## src/hw/radio_pkg.sv

```systemverilog
package radio_pkg;
   // =====================================================
   // clock and timing
   localparam int CLK_NS = 100;
   localparam int TXON_US = 40;
   localparam int RXON_US = 190;
   localparam int RSSI_US = 270;
   localparam int RXTX_US = 62;
   localparam int TXRX_US = 200;
   localparam int HOP_US = 30;
   localparam int WAKE_US = 50;
   localparam int RST_HI_NS = 100;
   localparam int PD_SCK_NS = 100;
   localparam int TXON_CYC = (TXON_US * 1000 + CLK_NS - 1) / CLK_NS;
   localparam int RXON_CYC = RXON_US * 1000 / CLK_NS;
   localparam int RSSI_CYC = RSSI_US * 1000 / CLK_NS;
   localparam int RXTX_CYC = RXTX_US * 1000 / CLK_NS;
   localparam int TXRX_CYC = TXRX_US * 1000 / CLK_NS;
   localparam int HOP_CYC = HOP_US * 1000 / CLK_NS;
   localparam int WAKE_CYC = WAKE_US * 1000 / CLK_NS;
   localparam int RST_HI_CYC = (RST_HI_NS + CLK_NS - 1) / CLK_NS;
   localparam int PD_HALF_CYC = (PD_SCK_NS + 2 * CLK_NS - 1) / (2 * CLK_NS);
   localparam int LINK_HALF_CYC = PD_HALF_CYC + 2; // halves outlast the miso sync round trip
   localparam int TX_BITS = 1;
   localparam int RSSI_BITS = 3;
   localparam int DATA_BITS = 9;
   localparam int WIRE_LAT_BITS = 6;
   // =====================================================
   // device register map (7-bit address, 8-bit data)
   localparam logic [6:0] REG_POWER = 7'h02;
   localparam logic [6:0] REG_SUPPLY = 7'h03;
   localparam logic [6:0] REG_MODE = 7'h04;
   localparam logic [6:0] REG_RATE = 7'h05;
   localparam logic [6:0] REG_BUFFER = 7'h06;
   localparam logic [6:0] REG_CARRIER = 7'h07;
   localparam logic [6:0] REG_STATE = 7'h08;
   localparam int PWR_RST_BIT = 7;
   localparam logic [3:0] PS_DEEPSLEEP = 4'h0;
   localparam logic [3:0] PS_POWERDOWN = 4'h1;
   localparam logic [3:0] PS_STANDBY = 4'h5;
   localparam logic [3:0] PS_FULL_RECEIVE_STATE = 4'h9;
   localparam logic [3:0] PS_FULL_TRANSMIT_STATE = 4'hD;
   localparam logic [7:0] POWER_RESET = 8'h01;
   localparam logic [7:0] RATE_RESET = 8'h04;
   localparam int SUP_REGREADY = 0;
   localparam int SUP_BROWNOUT = 1;
   localparam int MODE_WIRE = 0;
   localparam int MODE_ASYNC = 1;
   localparam int ST_RSSI_OK = 4;
   localparam int ST_DATA_OK = 5;
   localparam int ST_BUSY = 6;
   // =====================================================
   // controller registers on AHB-Lite
   localparam logic [7:0] AHB_CMD = 8'h00;
   localparam logic [7:0] AHB_STATUS = 8'h04;
   localparam logic [7:0] AHB_RDATA = 8'h08;
   localparam logic [1:0] CMD_WRITE = 2'h1;
   localparam logic [1:0] CMD_READ = 2'h2;
   localparam logic [1:0] CMD_WAKE = 2'h3;
endpackage : radio_pkg

```

## src/hw/radio_if.sv

```systemverilog
`timescale 1ns/1ns
// =====================================================
// spi and wire-mode link between host controller and radio
interface radio_if;
   logic sck;
   logic sel;
   logic mosi;
   logic miso;
   logic misoOe;
   logic wireClk;
   logic wireDataIn;
   logic wireDataOut;
   logic wireDataOe;
   logic wireTx;
   modport dev (input sck, input sel, input mosi, output miso, output misoOe,
      output wireClk, input wireDataIn, output wireDataOut, output wireDataOe, input wireTx);
   modport host (output sck, output sel, output mosi, input miso, input misoOe,
      input wireClk, output wireDataIn, input wireDataOut, input wireDataOe, output wireTx);
endinterface : radio_if

```

## src/hw/radio_power_mode_sequencer.sv

```systemverilog
// Our own choices: the AHB-Lite interface to the registers and the address map.
`timescale 1ns/1ns
// Operation
// - standby to transmit at least 40us plus bit
// - standby to receive takes 190us
// - signal strength valid 270us plus three bits
// - data valid 190us plus nine bits
// - receive to transmit takes 62us
// - transmit to receive takes 200us
// - carrier hop takes 30us
// - bit period is inverse data rate
// - wire mode adds six bit latency
// - host slows spi in power-down; the host here slows it for every frame, whatever the power state
// - frame mode moves payload over spi
// - wire mode outputs data and bit clock
// - host does wire-mode framing itself
// - async wire resyncs on start bits
// - device is spi slave for configuration
// - regulators follow programmed power state
// - supply status shows ready and brownout
// - power-down keeps registers, drops buffer
// - deep-sleep loses all registers
// - select low wakes and resets device
// - miso low until ready after wake
// - select high then reset bit resets
module radio_power_mode_sequencer #(
   parameter int RATE_DIV_UNIT = 10
) (
   input wire logic clock,
   input wire logic nrst,
   input wire logic brownout,
   radio_if.dev link,
   output logic [3:0] powerState,
   output logic regReady
);
   typedef enum logic [2:0] {
      S_SLEEP = 3'b000, S_WAKE = 3'b001, S_IDLE = 3'b010, S_SETTLE = 3'b011, S_ACTIVE = 3'b100
   } seq_e;
   // =====================================================
   // pin synchronisers
   logic [1:0] sckS, selS, mosiS, wdS, wtxS, boS;
   logic sckPrev;
   always_ff @(posedge clock or negedge nrst) begin
      if (!nrst) begin
         sckS <= 2'h0; selS <= 2'h3; mosiS <= 2'h0; wdS <= 2'h3; wtxS <= 2'h0; boS <= 2'h0; sckPrev <= 1'b0;
      end else begin
         sckS <= {sckS[0], link.sck};
         selS <= {selS[0], link.sel};
         mosiS <= {mosiS[0], link.mosi};
         wdS <= {wdS[0], link.wireDataIn};
         wtxS <= {wtxS[0], link.wireTx};
         boS <= {boS[0], brownout};
         sckPrev <= sckS[1];
      end
   end
   wire sel = selS[1];
   wire sckRise = sckS[1] & ~sckPrev;
   wire sckFall = ~sckS[1] & sckPrev;
   // =====================================================
   // registers
   logic [7:0] power_reg, mode_reg, rate_reg, buffer_reg, carrier_reg;
   logic bufValid_reg;
   logic [2:0] seq_reg;
   logic [15:0] timer_reg;
   logic [15:0] bitCnt_reg;
   logic [15:0] bitPer;
   logic [3:0] curState_reg;
   logic [3:0] target;
   logic rssiOk_reg, dataOk_reg;
   logic [4:0] bitsSeen_reg;
   logic softRst;
   logic [15:0] cmd_reg;
   logic [4:0] spiCnt_reg;
   logic [7:0] shOut_reg;
   logic spiWr;
   assign target = power_reg[3:0];
   assign bitPer = 16'(rate_reg) * 16'(RATE_DIV_UNIT);
   // =====================================================
   // spi slave: 8-bit command (r/w + addr), 8-bit data
   wire asleep = (seq_reg == S_SLEEP) || (seq_reg == S_WAKE);
   always_ff @(posedge clock or negedge nrst) begin
      if (!nrst) begin
         spiCnt_reg <= 5'h00; cmd_reg <= 16'h0000; shOut_reg <= 8'h00;
      end else if (sel || asleep) begin
         spiCnt_reg <= 5'h00;
      end else if (sckRise) begin
         cmd_reg <= {cmd_reg[14:0], mosiS[1]};
         spiCnt_reg <= spiCnt_reg + 5'h01;
      end else if (sckFall && spiCnt_reg == 5'h08) begin
         unique case (cmd_reg[6:0])
            radio_pkg::REG_POWER: shOut_reg <= power_reg;
            radio_pkg::REG_SUPPLY: shOut_reg <= {6'h00, boS[1], regReady};
            radio_pkg::REG_MODE: shOut_reg <= mode_reg;
            radio_pkg::REG_RATE: shOut_reg <= rate_reg;
            radio_pkg::REG_BUFFER: shOut_reg <= bufValid_reg ? buffer_reg : 8'h00;
            radio_pkg::REG_CARRIER: shOut_reg <= carrier_reg;
            radio_pkg::REG_STATE: shOut_reg <= {1'b0, seq_reg == S_SETTLE, dataOk_reg, rssiOk_reg, curState_reg};
            default: shOut_reg <= 8'h00;
         endcase
      end else if (sckFall && spiCnt_reg > 5'h08) begin
         shOut_reg <= {shOut_reg[6:0], 1'b0};
      end
   end
   assign spiWr = sckRise && spiCnt_reg == 5'h0F && cmd_reg[14];
   wire [6:0] wAddr = cmd_reg[13:7];
   wire [7:0] wData = {cmd_reg[6:0], mosiS[1]};
   // =====================================================
   // register writes; deep-sleep and reset bit clear all
   always_ff @(posedge clock or negedge nrst) begin
      if (!nrst) begin
         power_reg <= radio_pkg::POWER_RESET; mode_reg <= 8'h00; rate_reg <= radio_pkg::RATE_RESET;
         buffer_reg <= 8'h00; carrier_reg <= 8'h00; bufValid_reg <= 1'b0; softRst <= 1'b0;
      end else if (seq_reg == S_WAKE || softRst) begin
         power_reg <= radio_pkg::POWER_RESET; mode_reg <= 8'h00; rate_reg <= radio_pkg::RATE_RESET;
         buffer_reg <= 8'h00; carrier_reg <= 8'h00; bufValid_reg <= 1'b0; softRst <= 1'b0;
      end else begin
         if (spiWr) begin
            unique case (wAddr)
               radio_pkg::REG_POWER: begin
                  power_reg <= wData;
                  // set then cleared reset bit triggers reset
                  softRst <= power_reg[radio_pkg::PWR_RST_BIT] & ~wData[radio_pkg::PWR_RST_BIT];
               end
               radio_pkg::REG_MODE: mode_reg <= wData;
               radio_pkg::REG_RATE: rate_reg <= (wData == 8'h00) ? 8'h01 : wData;
               radio_pkg::REG_BUFFER: begin
                  // payload in frame mode; blocked in power-down
                  if (target != radio_pkg::PS_POWERDOWN && !mode_reg[radio_pkg::MODE_WIRE]) begin
                     buffer_reg <= wData;
                     bufValid_reg <= 1'b1;
                  end
               end
               radio_pkg::REG_CARRIER: carrier_reg <= wData;
               default: ;
            endcase
         end
         if (curState_reg == radio_pkg::PS_POWERDOWN) bufValid_reg <= 1'b0;
      end
   end
   // =====================================================
   // power sequencer with transition latencies
   logic [15:0] settle;
   logic carrierPrev;
   always_comb begin
      settle = 16'(radio_pkg::HOP_CYC);
      if (target == curState_reg)
         settle = 16'(radio_pkg::HOP_CYC);
      else if (curState_reg == radio_pkg::PS_FULL_RECEIVE_STATE && target == radio_pkg::PS_FULL_TRANSMIT_STATE)
         settle = 16'(radio_pkg::RXTX_CYC);
      else if (curState_reg == radio_pkg::PS_FULL_TRANSMIT_STATE && target == radio_pkg::PS_FULL_RECEIVE_STATE)
         settle = 16'(radio_pkg::TXRX_CYC);
      else if (target == radio_pkg::PS_FULL_TRANSMIT_STATE)
         settle = 16'(radio_pkg::TXON_CYC) + bitPer * 16'(radio_pkg::TX_BITS);
      else if (target == radio_pkg::PS_FULL_RECEIVE_STATE)
         settle = 16'(radio_pkg::RXON_CYC);
      else if (target == radio_pkg::PS_STANDBY || target == radio_pkg::PS_POWERDOWN)
         settle = 16'h0001;
   end
   always_ff @(posedge clock or negedge nrst) begin
      if (!nrst) begin
         seq_reg <= S_SLEEP; timer_reg <= 16'h0000; curState_reg <= radio_pkg::PS_DEEPSLEEP;
         regReady <= 1'b0; powerState <= radio_pkg::PS_DEEPSLEEP; carrierPrev <= 1'b0;
      end else begin
         powerState <= curState_reg;
         unique case (seq_reg)
            S_SLEEP: begin
               regReady <= 1'b0;
               curState_reg <= radio_pkg::PS_DEEPSLEEP;
               if (!sel) begin
                  seq_reg <= S_WAKE;
                  timer_reg <= 16'(radio_pkg::WAKE_CYC);
               end
            end
            S_WAKE: begin
               if (timer_reg == 16'h0000) begin
                  seq_reg <= S_IDLE;
                  regReady <= 1'b1;
                  curState_reg <= radio_pkg::PS_POWERDOWN;
               end else timer_reg <= timer_reg - 16'h0001;
            end
            S_IDLE: begin
               carrierPrev <= carrier_reg[0];
               // wait for select high, else the ordering frame wakes us again
               if (target == radio_pkg::PS_DEEPSLEEP) begin
                  if (sel) seq_reg <= S_SLEEP;
               end else if (target != curState_reg) begin
                  seq_reg <= S_SETTLE;
                  timer_reg <= settle;
                  regReady <= (target == radio_pkg::PS_POWERDOWN) ? regReady : 1'b0;
               end else if (carrier_reg[0] != carrierPrev && curState_reg != radio_pkg::PS_POWERDOWN) begin
                  seq_reg <= S_SETTLE;
                  timer_reg <= settle;
               end
            end
            S_SETTLE: begin
               if (timer_reg <= 16'h0001) begin
                  seq_reg <= S_IDLE;
                  curState_reg <= target;
                  regReady <= 1'b1;
               end else timer_reg <= timer_reg - 16'h0001;
            end
            default: seq_reg <= S_SLEEP;
         endcase
      end
   end
   // =====================================================
   // bit-period clock, rssi/data validity, wire mode
   logic [15:0] sinceRx_reg;
   logic wireClk_reg, wireOut_reg, wireOe_reg, misoOut_reg, misoOe_reg, wireClkOut_reg;
   logic [5:0] wirePipe_reg;
   wire rxActive = seq_reg == S_IDLE && curState_reg == radio_pkg::PS_FULL_RECEIVE_STATE;
   wire wire_mode = mode_reg[radio_pkg::MODE_WIRE];
   wire [15:0] rssiDue = 16'(radio_pkg::RSSI_CYC) + bitPer * 16'(radio_pkg::RSSI_BITS);
   wire asyncStart = mode_reg[radio_pkg::MODE_ASYNC] && wtxS[1] && !wdS[1] && wirePipe_reg[0];
   always_ff @(posedge clock or negedge nrst) begin
      if (!nrst) begin
         bitCnt_reg <= 16'h0000; sinceRx_reg <= 16'h0000; bitsSeen_reg <= 5'h00;
         rssiOk_reg <= 1'b0; dataOk_reg <= 1'b0; wireClk_reg <= 1'b0; wirePipe_reg <= 6'h00;
      end else begin
         // async start bit restarts bit timing
         if (asyncStart || bitCnt_reg + 16'h0001 >= bitPer) begin
            bitCnt_reg <= 16'h0000;
            wireClk_reg <= 1'b0;
            wirePipe_reg <= {wirePipe_reg[4:0], wdS[1]};
            if (bitsSeen_reg != 5'h1F) bitsSeen_reg <= bitsSeen_reg + 5'h01;
         end else begin
            bitCnt_reg <= bitCnt_reg + 16'h0001;
            if (bitCnt_reg == (bitPer >> 1)) wireClk_reg <= 1'b1;
         end
         if (!rxActive) begin
            sinceRx_reg <= 16'(radio_pkg::RXON_CYC);
            bitsSeen_reg <= 5'h00;
            rssiOk_reg <= 1'b0;
            dataOk_reg <= 1'b0;
         end else begin
            if (sinceRx_reg != 16'hFFFF) sinceRx_reg <= sinceRx_reg + 16'h0001;
            if (sinceRx_reg >= rssiDue)
               rssiOk_reg <= 1'b1;
            if (bitsSeen_reg >= 5'(radio_pkg::DATA_BITS)) dataOk_reg <= 1'b1;
         end
      end
   end
   // =====================================================
   // pin drivers: miso low during wake, wire pins only in wire mode
   always_ff @(posedge clock or negedge nrst) begin
      if (!nrst) begin
         misoOut_reg <= 1'b0; misoOe_reg <= 1'b0; wireOut_reg <= 1'b0; wireOe_reg <= 1'b0; wireClkOut_reg <= 1'b0;
      end else begin
         misoOe_reg <= !sel;
         misoOut_reg <= (asleep || spiCnt_reg == 5'h00) ? regReady : shOut_reg[7];
         wireClkOut_reg <= wireClk_reg & wire_mode;
         wireOe_reg <= wire_mode && rxActive;
         wireOut_reg <= wirePipe_reg[radio_pkg::WIRE_LAT_BITS - 1];
      end
   end
   assign link.miso = misoOut_reg;
   assign link.misoOe = misoOe_reg;
   assign link.wireClk = wireClkOut_reg;
   assign link.wireDataOut = wireOut_reg;
   assign link.wireDataOe = wireOe_reg;
endmodule : radio_power_mode_sequencer

```

## src/flat_wrapper.sv

```systemverilog
// flat-port wrapper written by rule: the top's interface ports become plain ports
module radio_power_mode_sequencer_flat 
#(
   parameter int RATE_DIV_UNIT = 10
)
  (clock, nrst, brownout, powerState, regReady, link_sck, link_sel, link_mosi, link_miso, link_misoOe, link_wireClk, link_wireDataIn, link_wireDataOut, link_wireDataOe, link_wireTx);
  radio_if link_i ();
  input wire logic clock;
  input wire logic nrst;
  input wire logic brownout;
  output logic [3:0] powerState;
  output logic regReady;
  input wire logic [$bits(link_i.sck)-1:0] link_sck;
  input wire logic [$bits(link_i.sel)-1:0] link_sel;
  input wire logic [$bits(link_i.mosi)-1:0] link_mosi;
  output wire logic [$bits(link_i.miso)-1:0] link_miso;
  output wire logic [$bits(link_i.misoOe)-1:0] link_misoOe;
  output wire logic [$bits(link_i.wireClk)-1:0] link_wireClk;
  input wire logic [$bits(link_i.wireDataIn)-1:0] link_wireDataIn;
  output wire logic [$bits(link_i.wireDataOut)-1:0] link_wireDataOut;
  output wire logic [$bits(link_i.wireDataOe)-1:0] link_wireDataOe;
  input wire logic [$bits(link_i.wireTx)-1:0] link_wireTx;
  assign link_i.sck = link_sck;
  assign link_i.sel = link_sel;
  assign link_i.mosi = link_mosi;
  assign link_miso = link_i.miso;
  assign link_misoOe = link_i.misoOe;
  assign link_wireClk = link_i.wireClk;
  assign link_i.wireDataIn = link_wireDataIn;
  assign link_wireDataOut = link_i.wireDataOut;
  assign link_wireDataOe = link_i.wireDataOe;
  assign link_i.wireTx = link_wireTx;
  radio_power_mode_sequencer #(.RATE_DIV_UNIT(RATE_DIV_UNIT)) u_core (.clock(clock), .nrst(nrst), .brownout(brownout), .link(link_i), .powerState(powerState), .regReady(regReady));
endmodule
```

## config.mk

```make
export PLATFORM = sky130hd
export DESIGN_NAME = radio_power_mode_sequencer_flat
export DESIGN_NICKNAME = d
export VERILOG_FILES = /design/src/hw/radio_pkg.sv /design/src/hw/radio_if.sv /design/src/hw/radio_power_mode_sequencer.sv /design/src/flat_wrapper.sv
export SDC_FILE = /design/constraint.sdc
export NUM_CORES = 1
export LEC_CHECK = 0
export BUFFER_PORTS_ARGS = -buffer_cell sky130_fd_sc_hd__buf_2
export CAP_MARGIN = 25
export CORE_MARGIN = 3
export CORE_UTILIZATION = 69
export DETAILED_ROUTE_END_ITERATION = 12
export HOLD_SLACK_MARGIN = 0.08
export PLACE_DENSITY = 0.9
export SYNTH_ARGS = -nofsm -noshare
export SYNTH_HDL_FRONTEND = slang
export SYNTH_SLANG_ARGS = --single-unit
export TNS_END_PERCENT = 50
```

## constraint.sdc

```tcl
create_clock -name clock -period 9.6 [get_ports clock]
set_clock_uncertainty 0.05 [all_clocks]
set_input_delay 0.96 -clock clock [delete_from_list [all_inputs] [get_ports clock]]
set_output_delay 0.96 -clock clock [all_outputs]
set_load 0.01 [all_outputs]
```

### Word-level counts from Yosys, hierarchy flattened

Cells that the tools add are included.

| word-level totals | value |
|---|---|
| flip-flop bits (word level) | 163 |
| bits of input ports | 8 |
| output and inout bits | 10 |
| logic and storage cells | 235 |

| operators by class | value |
|---|---|
| $add $sub $neg | 7 |
| multiply operators | 2 |
| magnitude comparators | 5 |
| equal/unequal tests | 48 |
| muxes and demuxes | 74 |
| bitwise gates (word level) | 9 |
| reductions and logical operators | 55 |

Operators with widths:

| operator | number |
|---|---|
| $mux 16 | 14 |
| $mux 8 | 20 |
| $pmux 16 s4 | 1 |
| $eq 7x3->1 const B | 8 |
| $pmux 8 s7 | 1 |
| $add 16x1->16 const B | 2 |
| $mux 5 | 5 |
| $ne 2x2->1 const B | 12 |
| $eq 7x2->1 const B | 3 |
| $mux 3 | 7 |
| $mux 1 | 20 |
| $reduce_bool 2->1 | 10 |
| $add 12x16->16 const A | 1 |
| $eq 16x11->1 | 1 |
| $eq 4x4->1 const B | 4 |
| $ge 16x12->1 | 1 |
| $ge 16x16->1 | 1 |
| $le 16x1->1 const B | 1 |
| $logic_not 16->1 | 1 |
| $ne 16x16->1 const B | 1 |
| $sub 16x1->16 const B | 1 |
| $add 9x12->13 const A | 1 |
| $logic_and 1x1->1 | 13 |
| $mul 11x2->13 const B | 1 |
| other kinds (37) | 70 |

### Longest topological paths before layout

| logic depth | value |
|---|---|
| word-level depth | 12 |
| gate-level depth with buffers | 22 |
| mapped depth without buffers | 22 |

### Worst setup path after synthesis

OpenSTA, ideal clock, no wires.

| timing path | value |
|---|---|
| path kind | reg-to-reg |
| start | reg u_core.rate_reg[1] |
| end | reg u_core.rssiOk_reg |
| library setup time | 0.121 ns |
| arrival time | 4.554 ns |
| required time | 9.429 ns |
| path slack | 4.875 ns |
| cell stages (with the launch flop) | 22 |
| buffers on the path | 0 |
| period minus slack after synthesis | 4.725 ns |
| cells stage by stage | dfrtp_1 > ha_1 > ha_1 > fa_1 > a211oi_2 > nor2_1 > nor2_1 > inv_1 > ha_1 > nor2b_1 > a21boi_0 > a31oi_1 > xor2_1 > nor3_1 > or2_2 > ha_1 > a21o_1 > a21oi_1 > nor2b_1 > o21ai_0 > nand3_1 > a22o_1 |

| between the ends | value |
|---|---|
| longest elaborated chain between the ends | 5 |

Ends and longest elaborated chain:

| item | RTL line | RTL |
|---|---|---|
| start, declared | radio_power_mode_sequencer.sv:61 | `logic [7:0] power_reg, mode_reg, rate_reg, buffer_reg, carrier_reg;` |
| start signal, assigned | radio_power_mode_sequencer.sv:125 | `radio_pkg::REG_RATE: rate_reg <= (wData == 8'h00) ? 8'h01 : wData;` |
| $mul 8x3->11 | radio_power_mode_sequencer.sv:77 | `assign bitPer = 16'(rate_reg) * 16'(RATE_DIV_UNIT);` |
| $mul 11x2->13 | radio_power_mode_sequencer.sv:213 | `wire [15:0] rssiDue = 16'(radio_pkg::RSSI_CYC) + bitPer * 16'(radio_pkg::RSSI_BITS);` |
| $add 12x16->16 | radio_power_mode_sequencer.sv:213 |  |
| $ge 16x16->1 | radio_power_mode_sequencer.sv:237 | `if (sinceRx_reg >= rssiDue)` |
| $ne 2x2->1 (no source line) | - |  |
| end signal, assigned | radio_power_mode_sequencer.sv:218 | `rssiOk_reg <= 1'b0; dataOk_reg <= 1'b0; wireClk_reg <= 1'b0; wirePipe_reg <= 6'h00;` |
| end signal, assigned | radio_power_mode_sequencer.sv:233 | `rssiOk_reg <= 1'b0;` |
| end signal, assigned | radio_power_mode_sequencer.sv:238 | `rssiOk_reg <= 1'b1;` |
| end, declared | radio_power_mode_sequencer.sv:69 | `logic rssiOk_reg, dataOk_reg;` |

Every way passes these cells.
A chain may end at the register's enable or synchronous reset.

### Worst setup path in the final report

Same ends and word-level chain as after synthesis.

==> results.md <==
- DIE WIDTH: 124 um
- Crit-path max FO: 8
- CTS H-tree depth: 4
- Core ar.: 13500 sq um
- First-pass DRT Iterations: 6
- Die area: 15500 sq um
- Antenna Nets Post-Route: 0
- Die Ht: ~120 um
- Clock-pin slew on the worst setup and hold paths: 0.06 ns
- Drc violations: 0
- Slowest-stage cell, CP: dfrtp_1
- Crit path buf inv count: 1
- CP Launch Type: register
- Setup repair bufs after CTS: 0
- MaxCap Viol Count: 0
- Initial drt markers: 1196
- Ys flop type: dfrtp_1
- Max VDD drop: 178 uV
- Slew Limit Fails: 0
- CTS tree: yes
- EDFF count, synth: 0
- Commonest non-fill, non-tap cell in the layout: dfrtp_1
- Switching share of power: 0.226
- Maximum clock frequency: 188 MHz
- Synth Register Bits: around 160
- Crit path arrival time: 5.59 ns
- Most frequent cells in the layout: dfrtp_1, nand2_1, nor2_1
- Global-route wire length before repair: 38600 um
- Relative slew slack: 0.338
- Worst EP required: between 9 and 10 ns
- Clk_lat worst skew: 0.44 ns
- Largest net degree at the start of global routing: 103
- P_int: roughly 1.1 mW
- Post-Place Setup Slack: 4.35 ns
- YS warnings: 0
- Share of layout cells above drive strength 1: 0.100
- Clock Tree Root: clkbuf_16
- Hold_buf cts: 0
- Nets: 1112
- Mapped cell area: just under 10000 sq um
- Vias in the first global route: 7819
- Total gr overflow: 0
- Combinational Power Share: 0.016
- Tightest Hold Check Type: reg2reg
- GRT Total Usage: 0.305
- Routed len/inst: 19.1 um
- Worst path cell trace: ha_1 -> ha_1 -> fa_1 -> a211oi_2 -> nor2_1 -> nor2_1 -> inv_1 -> ha_1 -> nor2b_1 -> a21boi_0 -> a31oi_1 -> xor2_1 -> nor3_1 -> or2_2 -> ha_1 -> a21o_1 -> a21oi_1 -> nor2b_1 -> o21ai_0 -> nand3_1 -> a22o_1
- Final min period: 5.32 ns
- Crit end category: register
- Net switching power: 318 uW
- Via Count: 8164
- Post-synth top area share: 0.404
- Cell mode on critical path: ha_1
- Cts bufs inserted: 17
- Worst slew pin tran: between 0.9 and 1 ns
- Part of the power in the clock network: 0.490
- Number of diodes: 0
- Core Rows: 42
- Layout area overhead: 8.59%
- DP HPWL: 15700 um
- Static leakage: approximately 4.7 nW
- Clock sink count: between 150 and 200
- Dominant cells by area after synthesis: dfrtp_1, ha_1, nand2_1, nor2_1, a21oi_1
- Fill cells: 839
- Status: finished clean
- Cells after synthesis: between 1000 and 1500
- Resized Gates After CTS: 0
- Sequential Power Share: 0.494
- Syn_area_per_cell: 9.38 sq um
- Vias per std cell: 6.66
- P per Cell Area: approximately 130 nW/um^2
- Final wirelength: ~23000 um
- Seq/Total Area, Yosys: 0.420
- Clk buf depth: 2
- Routability cong.: 0.961
- CP delay by family, top: adder cells
- CP max stage delay: 0.47 ns
- Leading area contributor after synthesis: dfrtp_1
- RSZ-0062 raised after global routing: false
- CP Class: reg2reg
- Worst path setup slack after routing: 4.28 ns
- Crit share post-route: 0.554
- Yosys cell types: 80
- Buffers added on ports: 17
- Final Hold Fails: 0
- Fin Setup TNS: 0 ns
- Antenna violations before repair: 0
- I/O Pins: 18
- Ys async rst share: 1.00
- Initial core utilization: 0.719
- Setup violators final: 0
synth_stat cells, types with 4 or more instances:
cell type and number:
a211oi_1 7, a21o_1 10, a21oi_1 62, a222oi_1 4, a22o_1 7, a22oi_1 14, a31oi_1 12, and2_1 8
and3_1 22, clkbuf_1 36, dfrtp_1 156, dfstp_2 6, ha_1 66, inv_1 42, mux2_1 5, mux2_2 18
mux2i_1 28, nand2_1 109, nand2b_1 9, nand3_1 44, nand4_1 7, nor2_1 97, nor2b_1 7, nor3_1 22
nor4_1 10, o211ai_1 4, o21a_1 6, o21ai_0 58, o31ai_1 8, or2_2 7, or3_1 8, xnor2_1 32
xor2_1 33
power groups by stage:
stage | Sequential, mW | Clock [mW] | Combinational, mW
floorplan | 0.706 | 0 | 0.00639
global placement | 0.707 | 0 | 0.0233
detailed placement | 0.707 | 0 | 0.0239
CTS | 0.695 | 0.693 | 0.0240
global route | 0.695 | 0.729 | 0.0268
finish | 0.695 | 0.689 | 0.0230
metrics by stage:
| step | std cells | power (mW) | hold slack (ns) | utilization | area [sq um] |
|---|---|---|---|---|---|
| final | 1225 | 1.41 | 0.304 | 0.781 | 10500 |
| after detailed placement | 1191 | 0.731 | 0.288 | 0.734 | 9880 |
| after global placement | 1189 | 0.730 | 0.283 | 0.733 | 9860 |
| after global routing | 1225 | 1.45 | 0.309 | 0.781 | 10500 |
| after CTS | 1223 | 1.41 | 0.302 | 0.778 | 10500 |
| after floorplan | 1034 | 0.713 | 0.281 | - | 9690 |
final cells by class:
type                            instances  area, sq um  share of cell area
Tap cell                              176          220              0.0210
Clock inverter                         14          151              0.0144
Multi-Input combinational cell        789         5310               0.506
Inverter                               42          158              0.0150
Clock buffer                           18          439              0.0418
Timing Repair Buffer                   24          164              0.0156
Sequential cell                       162         4060               0.387
routing by layer:
| layer | up-vias | track usage | routed length, um |
|---|---|---|---|
| li1 | 3682 | - | - |
| met2 | 468 | 0.469 | 10800 |
| met4 | 0 | 0.131 | 881 |
| met3 | 101 | 0.0823 | 2120 |
| met5 | - | 0 | 0 |
| met1 | 3913 | 0.410 | 9590 |
cell families after synthesis:
group,after synthesis,share of synthesized area
DFF,162,0.420
xor gates and xnor gates,66,0.0617
and+or+nand+nor,370,0.186
AOI/OAI and AO/OA,230,0.153
buffers and inverters,83,0.0336
other,1,0.000388
muxes,51,0.0557
adders and majority gates,68,0.0895
worst paths after layout:
check	start	to	slack, ns	cells after the start
min in group asynchronous	nrst	u_core.sinceRx_reg[12]	0.53	1
worst min register to register	u_core.wtxS[0]	u_core.wtxS[1]	0.30	0
worst max register to register	u_core.rate_reg[1]	u_core.rssiOk_reg	4.28	21
worst max-delay path	u_core.rate_reg[1]	u_core.rssiOk_reg	4.28	21
max in group asynchronous	nrst	u_core.bitCnt_reg[9]	7.72	2
worst min-delay path	u_core.wtxS[0]	u_core.wtxS[1]	0.30	0
Power figures use the tool's default switching activity.
